$ cat config.mk
export PLATFORM = sky130hd
export DESIGN_NAME = pfr_fault_ctrl
export DESIGN_NICKNAME = d
export VERILOG_FILES = /design/src/logic/pfr_pkg.sv /design/src/logic/pfr_debounce.sv /design/src/logic/pfr_fault_ctrl.sv
export VERILOG_INCLUDE_DIRS = /design/src /design/src/logic
export SDC_FILE = /design/constraint.sdc
export NUM_CORES = 1
export LEC_CHECK = 0
export BUFFER_PORTS_ARGS = -buffer_cell sky130_fd_sc_hd__buf_2
export CAP_MARGIN = 20
export CORE_MARGIN = 5
export CORE_UTILIZATION = 52
export DETAILED_ROUTE_END_ITERATION = 16
export GPL_TIMING_DRIVEN = 0
export MAX_ROUTING_LAYER = met4
export PLACE_DENSITY = 0.78
export SLEW_MARGIN = 10
export SYNTH_ARGS = -nofsm -noshare
export SYNTH_HDL_FRONTEND = slang
export SYNTH_SLANG_ARGS = --single-unit
$ cat constraint.sdc
create_clock -name i_clk -period 2.8 [get_ports i_clk]
set_input_delay 0.14 -clock i_clk [delete_from_list [all_inputs] [get_ports i_clk]]
set_output_delay 0.14 -clock i_clk [all_outputs]
set_load 0.02 [all_outputs]
$ cat src/logic/pfr_cfg.svh
// constants for the pfc fault response block
`ifndef PFR_CFG_SVH
`define PFR_CFG_SVH
// register command codes
`define PFR_ADDR_OCP 16'hFE00
`define PFR_ADDR_OVP 16'hFE01
`define PFR_ADDR_OLP 16'hFE02
`define PFR_ADDR_SUP 16'hFE03
`define PFR_CMD_MAKER 16'hF1
// writable bit masks; reserved bits read zero
`define PFR_MASK_OCP 8'hF0
`define PFR_MASK_RESP 8'hC0
`define PFR_MASK_SUP 8'h7F
`define PFR_RST_VAL 8'h00
// field positions
`define PFR_RESP_HI 7
`define PFR_RESP_LO 6
`define PFR_NCYC_HI 5
`define PFR_NCYC_LO 4
`define PFR_SUP_SAVE 6
`define PFR_SUP_WAIT_HI 5
`define PFR_SUP_WAIT_LO 3
`define PFR_SUP_RELOAD 2
`define PFR_SUP_DEB 1
`define PFR_SUP_IGNORE 0
// timing
`define PFR_CLK_MHZ 40
`define PFR_DEB_FAST_NS 2560
`define PFR_DEB_SLOW_US 660
`define PFR_RETRY_MS 588
`define PFR_DEB_FAST_CYC ((`PFR_DEB_FAST_NS * `PFR_CLK_MHZ + 999) / 1000)
`define PFR_DEB_SLOW_CYC (`PFR_DEB_SLOW_US * `PFR_CLK_MHZ)
`define PFR_RETRY_CYC (`PFR_RETRY_MS * 1000 * `PFR_CLK_MHZ)
// manufacturer data area in eeprom
`define PFR_MAKER_BASE 16'h0000
`define PFR_MAKER_LEN 8'h08
`endif

$ cat src/logic/pfr_pkg.sv
// types for the pfc fault response block
package pfr_pkg;
  typedef enum logic [4:0] {
    PFR_RUN = 5'b00001,
    PFR_COUNT = 5'b00010,
    PFR_RETRY = 5'b00100,
    PFR_WAIT_PON = 5'b01000,
    PFR_LATCHED = 5'b10000
  } pfr_state_t;
  typedef enum logic [1:0] {
    PFR_ACT_IGNORE = 2'h0,
    PFR_ACT_RESTART = 2'h1,
    PFR_ACT_WAIT_PON = 2'h2,
    PFR_ACT_LATCH = 2'h3
  } pfr_act_t;
  // fault flag identifiers; flag vector bit index plus one, zero for none
  typedef enum logic [2:0] {
    PFR_ID_NONE = 3'h0,
    PFR_ID_OCP = 3'h1,
    PFR_ID_OVP = 3'h2,
    PFR_ID_OLP = 3'h3,
    PFR_ID_SUP = 3'h4
  } pfr_id_t;
endpackage

$ cat src/logic/pfr_debounce.sv
// selectable-time debounce filter for the supply overvoltage input
`timescale 1ns/1ps
`include "pfr_cfg.svh"
module pfr_debounce #(
  parameter int SLOW_CYC = `PFR_DEB_SLOW_CYC
) (
  // clock and reset
  input wire logic i_clk,
  input wire logic i_reset,
  // control
  input wire logic i_fast_sel,
  input wire logic i_raw,
  // filtered level
  output logic o_level
);
  localparam int FAST_CYC = `PFR_DEB_FAST_CYC;
  logic [31:0] cnt_q;
  logic [31:0] cnt_d;
  logic level_q;
  logic [31:0] limit;
  logic differs;

  assign limit = i_fast_sel ? 32'(FAST_CYC) : 32'(SLOW_CYC); // RL11
  assign differs = i_raw != level_q;
  // the level only follows the input after it has stood still for the whole time
  assign cnt_d = !differs ? 32'h0 : cnt_q + 32'h1;

  always_ff @(posedge i_clk) begin
    if (i_reset) begin
      cnt_q <= 32'h0;
      level_q <= 1'b0;
    end else if (differs && cnt_d >= limit) begin
      cnt_q <= 32'h0;
      level_q <= i_raw;
    end else begin
      cnt_q <= cnt_d;
    end
  end

  assign o_level = level_q;
endmodule

$ cat src/logic/pfr_fault_ctrl.sv
// fault response control: register file, fault state machine, maker data read
//
// Behaviour
// RL1: overcurrent ignore still cuts each pulse short
// RL2: mode 01: allow cycles, shut, soft start
// RL3: mode 10: cut pulses, shut, await power-on
// RL4: mode 11: disable PWM until flag cleared
// RL5: cycle field gives one, two, four, eight
// RL6: overvoltage field: ignore, restart, await, latch
// RL7: open-loop field: ignore, restart, await, latch
// RL8: bit 6 saves first flag at shutdown
// RL9: retry wait is field times 588 ms (code loads the field for supply overvoltage only; other faults retry at once)
// RL10: bit 2 reloads EEPROM on fault response
// RL11: bit 1 selects 2.56 us or 660 us
// RL12: bit 0 ignores supply overvoltage faults
// RL13: command F1 returns eeprom maker data
// RL14: cycle counter restarts; reserved bits read zero
`timescale 1ns/1ps
`include "pfr_cfg.svh"
module pfr_fault_ctrl #(
  parameter int RETRY_CYC = `PFR_RETRY_CYC,
  parameter int DEB_SLOW_CYC = `PFR_DEB_SLOW_CYC
) (
  // clock and reset
  input wire logic i_clk,
  input wire logic i_reset,
  // decoded pmbus register access
  input wire logic [15:0] i_cmd_code,
  input wire logic i_wr_en,
  input wire logic [7:0] i_wr_data,
  input wire logic i_rd_en,
  output logic [7:0] o_rd_data,
  // maker data block read answer
  output logic o_blk_valid,
  output logic [7:0] o_blk_data,
  output logic o_blk_last,
  // eeprom port
  output logic o_ee_rd_req,
  output logic [15:0] o_ee_rd_addr,
  input wire logic i_ee_rd_valid,
  input wire logic [7:0] i_ee_rd_data,
  output logic o_ee_save_req,
  output logic [2:0] o_ee_save_id,
  output logic o_ee_reload_req,
  // fault detectors and power stage
  input wire logic i_ocp_fast,
  input wire logic i_ovp_fast,
  input wire logic i_olp,
  input wire logic i_sup_ov_raw,
  input wire logic i_sw_cycle,
  input wire logic i_power_on_request,
  input wire logic [3:0] i_flag_clear,
  output logic o_pwm_en,
  output logic o_pulse_term,
  output logic o_soft_start,
  output logic [3:0] o_fault_flags
);
  import pfr_pkg::*;

  // cycles allowed after an overcurrent detection
  function automatic logic [3:0] ncyc(input logic [1:0] code);
    ncyc = 4'h1 << code; // RL5
  endfunction

  function automatic pfr_act_t act_of(input logic [7:0] r);
    act_of = pfr_act_t'(r[`PFR_RESP_HI:`PFR_RESP_LO]);
  endfunction

  logic [7:0] ocp_q;
  logic [7:0] ovp_q;
  logic [7:0] olp_q;
  logic [7:0] sup_q;
  logic [7:0] rd_q;
  pfr_state_t state_q;
  pfr_state_t state_d;
  logic [3:0] cyc_q;
  logic [31:0] unit_q;
  logic [2:0] steps_q;
  logic [3:0] flags_q;
  logic [2:0] first_q;
  logic term_q;
  logic ss_q;
  logic save_q;
  logic reload_q;
  logic blk_busy_q;
  logic blk_wait_q;
  logic [7:0] blk_idx_q;
  logic blk_valid_q;
  logic [7:0] blk_data_q;
  logic blk_last_q;
  logic sup_level;
  logic sup_prev_q;

  // register decode
  wire hit_ocp = i_cmd_code == `PFR_ADDR_OCP;
  wire hit_ovp = i_cmd_code == `PFR_ADDR_OVP;
  wire hit_olp = i_cmd_code == `PFR_ADDR_OLP;
  wire hit_sup = i_cmd_code == `PFR_ADDR_SUP;
  wire hit_maker = i_cmd_code == `PFR_CMD_MAKER;
  logic [7:0] rd_mux;
  always_comb begin
    if (hit_ocp) begin
      rd_mux = ocp_q;
    end else if (hit_ovp) begin
      rd_mux = ovp_q;
    end else if (hit_olp) begin
      rd_mux = olp_q;
    end else if (hit_sup) begin
      rd_mux = sup_q;
    end else begin
      rd_mux = 8'h00;
    end
  end

  always_ff @(posedge i_clk) begin
    if (i_reset) begin
      ocp_q <= `PFR_RST_VAL;
      ovp_q <= `PFR_RST_VAL;
      olp_q <= `PFR_RST_VAL;
      sup_q <= `PFR_RST_VAL;
      rd_q <= 8'h00;
    end else begin
      // write masks keep reserved bits at zero so reads return zero there
      if (i_wr_en && hit_ocp) ocp_q <= i_wr_data & `PFR_MASK_OCP; // RL14
      if (i_wr_en && hit_ovp) ovp_q <= i_wr_data & `PFR_MASK_RESP;
      if (i_wr_en && hit_olp) olp_q <= i_wr_data & `PFR_MASK_RESP;
      if (i_wr_en && hit_sup) sup_q <= i_wr_data & `PFR_MASK_SUP;
      if (i_rd_en) rd_q <= rd_mux;
    end
  end
  assign o_rd_data = rd_q;

  // supply overvoltage filter
  pfr_debounce #(
    .SLOW_CYC(DEB_SLOW_CYC)
  ) u_deb (
    .i_clk(i_clk),
    .i_reset(i_reset),
    .i_fast_sel(sup_q[`PFR_SUP_DEB]),
    .i_raw(i_sup_ov_raw),
    .o_level(sup_level)
  );

  // fault events
  pfr_act_t ocp_act;
  pfr_act_t ovp_act;
  pfr_act_t olp_act;
  assign ocp_act = act_of(ocp_q);
  assign ovp_act = act_of(ovp_q);
  assign olp_act = act_of(olp_q);
  wire sup_ev = sup_level && !sup_prev_q && !sup_q[`PFR_SUP_IGNORE]; // RL12
  // the pwm still switches while counting, so other faults act there as well
  wire running = state_q == PFR_RUN || state_q == PFR_COUNT;
  wire ocp_go = running && i_ocp_fast && ocp_act != PFR_ACT_IGNORE;
  wire ovp_go = running && i_ovp_fast && ovp_act != PFR_ACT_IGNORE; // RL6
  wire olp_go = running && i_olp && olp_act != PFR_ACT_IGNORE; // RL7
  wire [3:0] set_ev = {sup_ev, i_olp, i_ovp_fast, i_ocp_fast};
  wire cyc_done = state_q == PFR_COUNT && i_sw_cycle
    && (cyc_q + 4'h1) >= ncyc(ocp_q[`PFR_NCYC_HI:`PFR_NCYC_LO]); // RL5
  wire retry_done = steps_q == 3'h0;

  // action chosen on a shutdown decision
  pfr_act_t shut_act;
  always_comb begin
    if (sup_ev) begin
      shut_act = PFR_ACT_RESTART;
    end else if (cyc_done) begin
      shut_act = ocp_act;
    end else if (ovp_go) begin
      shut_act = ovp_act;
    end else begin
      shut_act = olp_act;
    end
  end
  wire shut_now = sup_ev || cyc_done || ovp_go || olp_go;

  always_comb begin
    state_d = state_q;
    case (state_q)
      PFR_RUN: begin
        if (shut_now) begin
          case (shut_act)
            PFR_ACT_WAIT_PON: state_d = PFR_WAIT_PON;
            PFR_ACT_LATCH: state_d = PFR_LATCHED;
            default: state_d = PFR_RETRY;
          endcase
        end else if (ocp_go) begin
          state_d = PFR_COUNT;
        end
      end
      PFR_COUNT: begin
        if (shut_now) begin
          case (shut_act)
            PFR_ACT_WAIT_PON: state_d = PFR_WAIT_PON; // RL3
            PFR_ACT_LATCH: state_d = PFR_LATCHED; // RL4
            default: state_d = PFR_RETRY; // RL2
          endcase
        end
      end
      PFR_RETRY: begin
        if (retry_done) state_d = PFR_RUN;
      end
      PFR_WAIT_PON: begin
        if (i_power_on_request) state_d = PFR_RUN;
      end
      PFR_LATCHED: begin
        // all flags clear (including this clear cycle) releases the latch
        if ((flags_q & ~i_flag_clear) == 4'h0 && set_ev == 4'h0) state_d = PFR_RUN;
      end
      default: state_d = PFR_RUN;
    endcase
  end

  wire entering_off = state_d != PFR_RUN && state_d != PFR_COUNT
    && (state_q == PFR_RUN || state_q == PFR_COUNT);
  wire leaving_off = state_d == PFR_RUN && state_q != PFR_RUN && state_q != PFR_COUNT;

  always_ff @(posedge i_clk) begin
    if (i_reset) begin
      state_q <= PFR_RUN;
      cyc_q <= 4'h0;
      unit_q <= 32'h0;
      steps_q <= 3'h0;
      flags_q <= 4'h0;
      first_q <= 3'h0;
      term_q <= 1'b0;
      ss_q <= 1'b0;
      save_q <= 1'b0;
      reload_q <= 1'b0;
      sup_prev_q <= 1'b0;
    end else begin
      state_q <= state_d;
      sup_prev_q <= sup_level;
      // a new detection starts the tolerance count from zero
      if (state_q != PFR_COUNT) cyc_q <= 4'h0; // RL14
      else if (i_sw_cycle) cyc_q <= cyc_q + 4'h1;
      // the overcurrent pulse is always cut, and each pulse while counting in mode 10
      term_q <= i_ocp_fast // RL1
        || (state_q == PFR_COUNT && ocp_act == PFR_ACT_WAIT_PON && i_sw_cycle); // RL3
      // retry wait counts down in 588 ms units after a supply fault; a zero field or any other fault restarts at once
      if (entering_off) begin
        steps_q <= sup_ev ? sup_q[`PFR_SUP_WAIT_HI:`PFR_SUP_WAIT_LO] : 3'h0; // RL9
        unit_q <= 32'h0;
      end else if (state_q == PFR_RETRY && !retry_done) begin
        if (unit_q >= 32'(RETRY_CYC - 1)) begin
          unit_q <= 32'h0;
          steps_q <= steps_q - 3'h1; // RL9
        end else begin
          unit_q <= unit_q + 32'h1;
        end
      end
      // set wins over a clear arriving in the same cycle
      flags_q <= (flags_q & ~i_flag_clear) | set_ev;
      if ((flags_q & ~i_flag_clear) == 4'h0) begin
        if (set_ev[0]) first_q <= PFR_ID_OCP;
        else if (set_ev[1]) first_q <= PFR_ID_OVP;
        else if (set_ev[2]) first_q <= PFR_ID_OLP;
        else if (set_ev[3]) first_q <= PFR_ID_SUP;
        else first_q <= PFR_ID_NONE;
      end
      save_q <= entering_off && sup_q[`PFR_SUP_SAVE]; // RL8
      reload_q <= entering_off && sup_q[`PFR_SUP_RELOAD]; // RL10
      // every way back to running goes through soft start
      ss_q <= leaving_off; // RL2
    end
  end

  assign o_pwm_en = state_q == PFR_RUN || state_q == PFR_COUNT; // RL4
  assign o_pulse_term = term_q;
  assign o_soft_start = ss_q;
  assign o_fault_flags = flags_q;
  assign o_ee_save_req = save_q;
  assign o_ee_save_id = first_q;
  assign o_ee_reload_req = reload_q;

  // maker data block read, one eeprom byte at a time
  wire blk_start = i_rd_en && hit_maker && !blk_busy_q;
  assign o_ee_rd_req = blk_busy_q && !blk_wait_q;
  assign o_ee_rd_addr = `PFR_MAKER_BASE + {8'h00, blk_idx_q};
  wire blk_end = (blk_idx_q + 8'h01) == `PFR_MAKER_LEN;

  always_ff @(posedge i_clk) begin
    if (i_reset) begin
      blk_busy_q <= 1'b0;
      blk_wait_q <= 1'b0;
      blk_idx_q <= 8'h00;
      blk_valid_q <= 1'b0;
      blk_data_q <= 8'h00;
      blk_last_q <= 1'b0;
    end else begin
      blk_valid_q <= 1'b0;
      blk_last_q <= 1'b0;
      if (blk_start) begin
        blk_busy_q <= 1'b1; // RL13
        blk_wait_q <= 1'b0;
        blk_idx_q <= 8'h00;
      end else if (o_ee_rd_req) begin
        blk_wait_q <= 1'b1;
      end else if (blk_busy_q && i_ee_rd_valid) begin
        blk_valid_q <= 1'b1; // RL13
        blk_data_q <= i_ee_rd_data;
        blk_last_q <= blk_end;
        blk_wait_q <= 1'b0;
        blk_idx_q <= blk_idx_q + 8'h01;
        if (blk_end) blk_busy_q <= 1'b0;
      end
    end
  end
  assign o_blk_valid = blk_valid_q;
  assign o_blk_data = blk_data_q;
  assign o_blk_last = blk_last_q;
endmodule

* Word level (Yosys, flattened, before mapping) *
Cells that the tools add are included.

cells by class
  add/sub/neg operators = 5
  equal/unequal tests = 21
  bitwise operators = 6
  $lt $le $gt $ge = 3
  reductions and logical operators = 60
  mux-type cells = 33
  shift operators = 1

operators with widths
  cell                                                                  count
  adder 32 x 1 -> 32 bit (second input constant)                        2
  == test 16 bit (second input constant)                                4
  two-way mux 32 bit                                                    2
  greater-or-equal comparator 32 x 25 -> 1 bit (second input constant)  1
  greater-or-equal comparator 32 bit                                    1
  two-way mux 5 bit                                                     6
  logical AND 1 bit                                                     29
  one-hot mux 5 bit (5 select lines)                                    1
  two-way mux 3 bit                                                     8
  two-way mux 8 bit                                                     3
  == test 16 x 8 -> 1 bit (second input constant)                       1
  nonzero test 2 bit                                                    8
  two-way mux 15 bit                                                    1
  == test 5 x 1 -> 1 bit (second input constant)                        2
  != test 5 x 1 -> 1 bit (second input constant)                        2
  != test 5 x 2 -> 1 bit (second input constant)                        2
  one-hot mux 5 bit (2 select lines)                                    1
  adder 8 x 1 -> 8 bit (second input constant)                          1
  == test 8 x 4 -> 1 bit (second input constant)                        1
  logical NOT 4 bit                                                     2
  OR reduction 2 bit                                                    4
  two-way mux 1 bit                                                     7
  two-way mux 7 bit                                                     1
  == test 2 bit (second input constant)                                 3
  22 further kinds                                                      36

word-level totals
  bits of input ports = 47
  register bits after elaboration = 132
  logic and storage cells = 153

* Logic depth before layout (Yosys ltp) *
  depth in word-level cells = 16
  gate-level depth with buffers = 15

* Modules after synthesis *
Synthesis repeated with hierarchy kept, for this count alone.

second synthesis, totals
  cell total of the unflattened synthesis = 794
  area total of the unflattened synthesis = 6727.7 µm²

modules (own cells, without submodules)
  module          instances  seq. area each (µm²)  area an instance (µm²)  cells each
  pfr_fault_ctrl  1          1981.9                4765.8                  576
  pfr_debounce    1          660.6                 1961.9                  218

* Worst setup path after synthesis *
OpenSTA, ideal clock, no wires.

  path kind = register -> register
  start point = register u_deb.level_q, in the netlist u_deb.o_level
  end point = register u_deb.cnt_q[10]
  buffers on the path = 3
  stages on the path, launching flop included = 14
  arrival = 2.943 ns
  setup slack = -0.217 ns
  period minus slack after synthesis = 3.017 ns
  cell sequence = dfxtp_1 -> xnor2_1 -> clkbuf_1 -> buf_1 -> nor2_1 -> ha_1 -> o21ai_0 -> nor2_1 -> a221oi_1 -> o31ai_1 -> a31oi_1 -> nand4_2 -> buf_6 -> nor3_2

between the ends
  longest elaborated chain between the ends = 5

RTL lines
  item                                 RTL line            RTL
  start, declared                      pfr_debounce.sv:19  logic level_q;
  start signal, assigned               pfr_debounce.sv:34  level_q <= i_raw;
  != test 1 bit                        pfr_debounce.sv:24  assign differs = i_raw != level_q;
  two-way mux 32 bit                   pfr_debounce.sv:26  assign cnt_d = !differs ? 32'h0 : cnt_q + 32'h1;
  via u_deb.cnt_d[8]                   pfr_debounce.sv:18  logic [31:0] cnt_d;
  greater-or-equal comparator 32 bit   pfr_debounce.sv:32  end else if (differs && cnt_d >= limit) begin
  logical AND 1 bit                    pfr_debounce.sv:32
  OR reduction 2 bit (no source line)  n/a
  end signal, assigned                 pfr_debounce.sv:36  cnt_q <= cnt_d;
  end, declared                        pfr_debounce.sv:17  logic [31:0] cnt_q;

The timed path passes the listed nets, and every way through them passes these cells.
A chain may end at the register's enable or synchronous reset.

* Worst setup path after layout *
  start point = register u_deb.cnt_q[0]
  end point = register u_deb.cnt_q[8]

between the ends
  longest elaborated chain between the ends = 5

RTL lines
  item                                 RTL line
  adder 32 x 1 -> 32 bit *             pfr_debounce.sv:26
  two-way mux 32 bit *                 pfr_debounce.sv:26
  via u_deb.cnt_d[8]                   pfr_debounce.sv:18
  greater-or-equal comparator 32 bit   pfr_debounce.sv:32
  logical AND 1 bit                    pfr_debounce.sv:32
  OR reduction 2 bit (no source line)  n/a

Mark *: on every way through the listed nets, which the timed path passes. The rest lies on a longest branch.

==> results.md <==
- Rows: 40
- Post-synthesis async set-or-reset flop share: 0%
- Reg2reg end: u_deb.cnt_q[8]
- Pwr dens: 520.9 nW/µm²
- Clock transition at path regs: 0.06 ns
- Core Area: 12010 µm²
- Max IR drop VDD: 511.3 µV
- Critical path, cell by cell: ha_4, nand3_4, nor2_4, nand2_2, xor2_2, nor2_1, ha_1, a21o_1, a221oi_2, o31ai_2, a31oi_2, nand4_4, buf_6, nor3_2
- Die height: 120.5 µm
- Placed instance count: 1005
- CTS tree: yes
- Share of cells above drive strength 1: 25.58%
- Crit share post-route: 107.0%
- Run status: complete, but fails checks
- Most common cell after layout, fill and taps aside: dfxtp_1
- RR Startpoint: u_deb.cnt_q[0]
- WP data required: 3.15 ns
- CP bufs+invs: 1
- GRT Util Overall: 22.65%
- GP Congestion: 0.8668
- Slew Limit Fails: 0
- WL final: 16.15 mm
- Final Setup Violations: 16
- Post-DP HPWL: 10.38 mm
- Final worst slack: -0.1968 ns
- Max cap viols: 0
- DR iter-0 viols: 430
- Routed via count: 5951
- Hold Startpoint: i_wr_data[6]
- Wire per inst: 14.82 µm
- Clk sinks: 132
- H-tree depth: 4
- Worst Clk Skew: 0.007980 ns
- Average size of a mapped cell: 8.468 µm²
- FF+latch count, synth: 132
- Synth cell types: 69
- First-pass GRT wire length: 26.12 mm
- TritonRoute pass-1 iters: 6
- DRC violations left: 0
- Crit path max fanout: 6
- Post-synthesis sequential area ratio: 41.61%
- Area grow syn2layout: 33.08%
- Unrepaired setup endpoints after global routing: yes
- Period minus WS final: 2.997 ns
- Failing checks: negative setup slack
- Post-Syn Area: 6351 µm²
- Largest net degree at the start of global routing: 17
- Setup TNS: -2.625 ns
- Hold Path Class: in2reg
- Most frequent cells in the layout: dfxtp_1 (119), nor2_1 (91), buf_2 (84), nand2_1 (82), nand3_1 (52)
- Initial antenna violation count: 0
- Worst Hold Path EP: sup_q[6]
- Die Wd: 120.5 µm
- IO Pins: 94
- Via-to-Cell Ratio: 5.460
- Starting density of the core: 52.87%
- Arr. time, crit path: 3.35 ns
- Final Instance Area: 8452 µm²
- Setup CP Type: reg2reg
- Latest clock arrival within the worst-skew pair: 0.42 ns
- Fillcell total: 869
- CP delay by family, top: compound AO/OA/AOI/OAI gates
- Worst R2R Setup Slack: -0.20 ns
- Cell count after synthesis: 750
- Max Buffers Root-to-Sink: 2
- CP max stage cell: dfxtp_4
- Fin nets: 995
- Critical Path Max Stage Delay: 0.37 ns
- Rel. slew slack: 34.80%
- Post-route ant nets: 0
- CP Capture Type: flop
- Dpl cell area: 7081 µm²
- Max Freq: 333.7 MHz
- Ys Warns: 0
- CP startpoint: u_deb.cnt_q[0]
- Grt ovf: 0
- Final hold violation count: 0
- IO Port Bufs: 84
- Fin cells: 1090
- Root buffer cell: clkbuf_16
- Synth Flop Type: dfxtp_1
- P_leak: 0.003399 µW
- Vias in the first global route: 5690
- Worst-Margin Slew: 0.9690 ns
- CTS Buf Count: 17
- DIE AREA: 14520 µm²
- Reg2Reg Depth: 14
- Startpoint types: flop
- Worst hold path stage count: 3
- EDFF count, synth: 0
[cells by family after synthesis]
group	count (synthesis)	synth area share, %
other cells	1	0.05904
flops	132	41.61
simple gates	372	29.81
compound gates	105	11.21
xor+xnor	66	9.102
buf+inv	49	3.507
mux	6	0.9653
fa+ha+maj	19	3.743
[worst max path at each step]
stage                       to  depth (start not counted)  slack [ns]
4_1_cts          u_deb.o_level                         14       -0.08
6_report        u_deb.cnt_q[8]                         14       -0.20
5_1_grt         u_deb.cnt_q[5]                         15       -0.33
3_5_place_dp   u_deb.cnt_q[10]                         11       -0.66
3_3_place_gp    u_deb.cnt_q[8]                         11       -0.61
2_1_floorplan  u_deb.cnt_q[13]                         14       -0.02
[power by group]
group          switching [µW]  internal [µW]  leakage (µW)
registers                22.7           1900       0.00108
logic                     203            139       0.00203
clock network             846           1290      0.000286
[routing by layer]
layer	GRT usage, %	part of all wire, %
met1	26.94	43
met2	36.19	49
met3	6.969	6.1
met4	8.640	2.4
met5	-	0
[state kept, by name, indices dropped and copies added, names as in the netlist, 2 cells and up]
name           flops
steps_q            3
blk_idx_q          8
sup_q              7
olp_q              2
o_ee_save_id       3
o_rd_data          8
u_deb.cnt_q       32
cyc_q              4
ovp_q              2
o_fault_flags      4
state_q            5
ocp_q              4
unit_q            32
o_blk_data         8
[through the flow]
stage | power (µW) | setup WS (ns) | hold WS (ns) | util [%]
5_1_grt | 4546 | -0.3281 | 0.01323 | 70.34
2_1_floorplan | 2151 | -0.02394 | 0.2607 | -
6_report | 4403 | -0.1968 | 0.01165 | 70.36
3_5_place_dp | 2255 | -0.6625 | 0.3897 | 58.95
4_1_cts | 4409 | -0.08469 | 0.006070 | 68.26
3_3_place_gp | 2252 | -0.6149 | 0.3815 | 58.95
[worst min-delay path: stages]
cell	delay, ns
buf_2	0.13
nand3_1	0.07
a21oi_1	0.05
[what timing repair did]
item / in CTS / in global routing
gates cloned: 1 / 0
setup buffers: 18 / 14
gates resized for setup: 44 / 42
hold buffers: 19 / 0
endpoints found under the hold margin: 22 / 0
pin swaps: 7 / 20
endpoints found under the setup margin: 46 / 48
[cells in the mapped netlist, drive strengths merged (7+ instances only)]
cell type  count  area, µm²
a211oi         7      52.55
a21oi         40      200.2
a31oi          7      43.79
and3          13      81.33
buf           12      82.58
clkbuf        21      80.07
dfxtp        132       2643
ha            19      237.7
inv           16      60.06
nand2         84      315.3
nand2b        14      87.58
nand3         57      290.3
nand4         17      125.1
nor2          99      371.6
nor2b         12      75.07
nor3          38      230.2
nor4          10      96.35
o21ai         12      63.81
xnor2         29      254.0
xor2          37      324.1
[area by class of cell]
type / count / area, µm² / area share (%)
diodes: 1 / 2.502 / 0.02961
clock inverters: 12 / 103.9 / 1.229
well taps: 147 / 183.9 / 2.176
clock buffers: 20 / 466.7 / 5.522
flip-flops and latches: 132 / 2674 / 31.64
plain buffers: 33 / 190.2 / 2.250
multi-input cells: 593 / 3876 / 45.86
repair buffers: 136 / 894.6 / 10.58
inverters: 16 / 60.06 / 0.7106
Power figures use the tool's default switching activity.
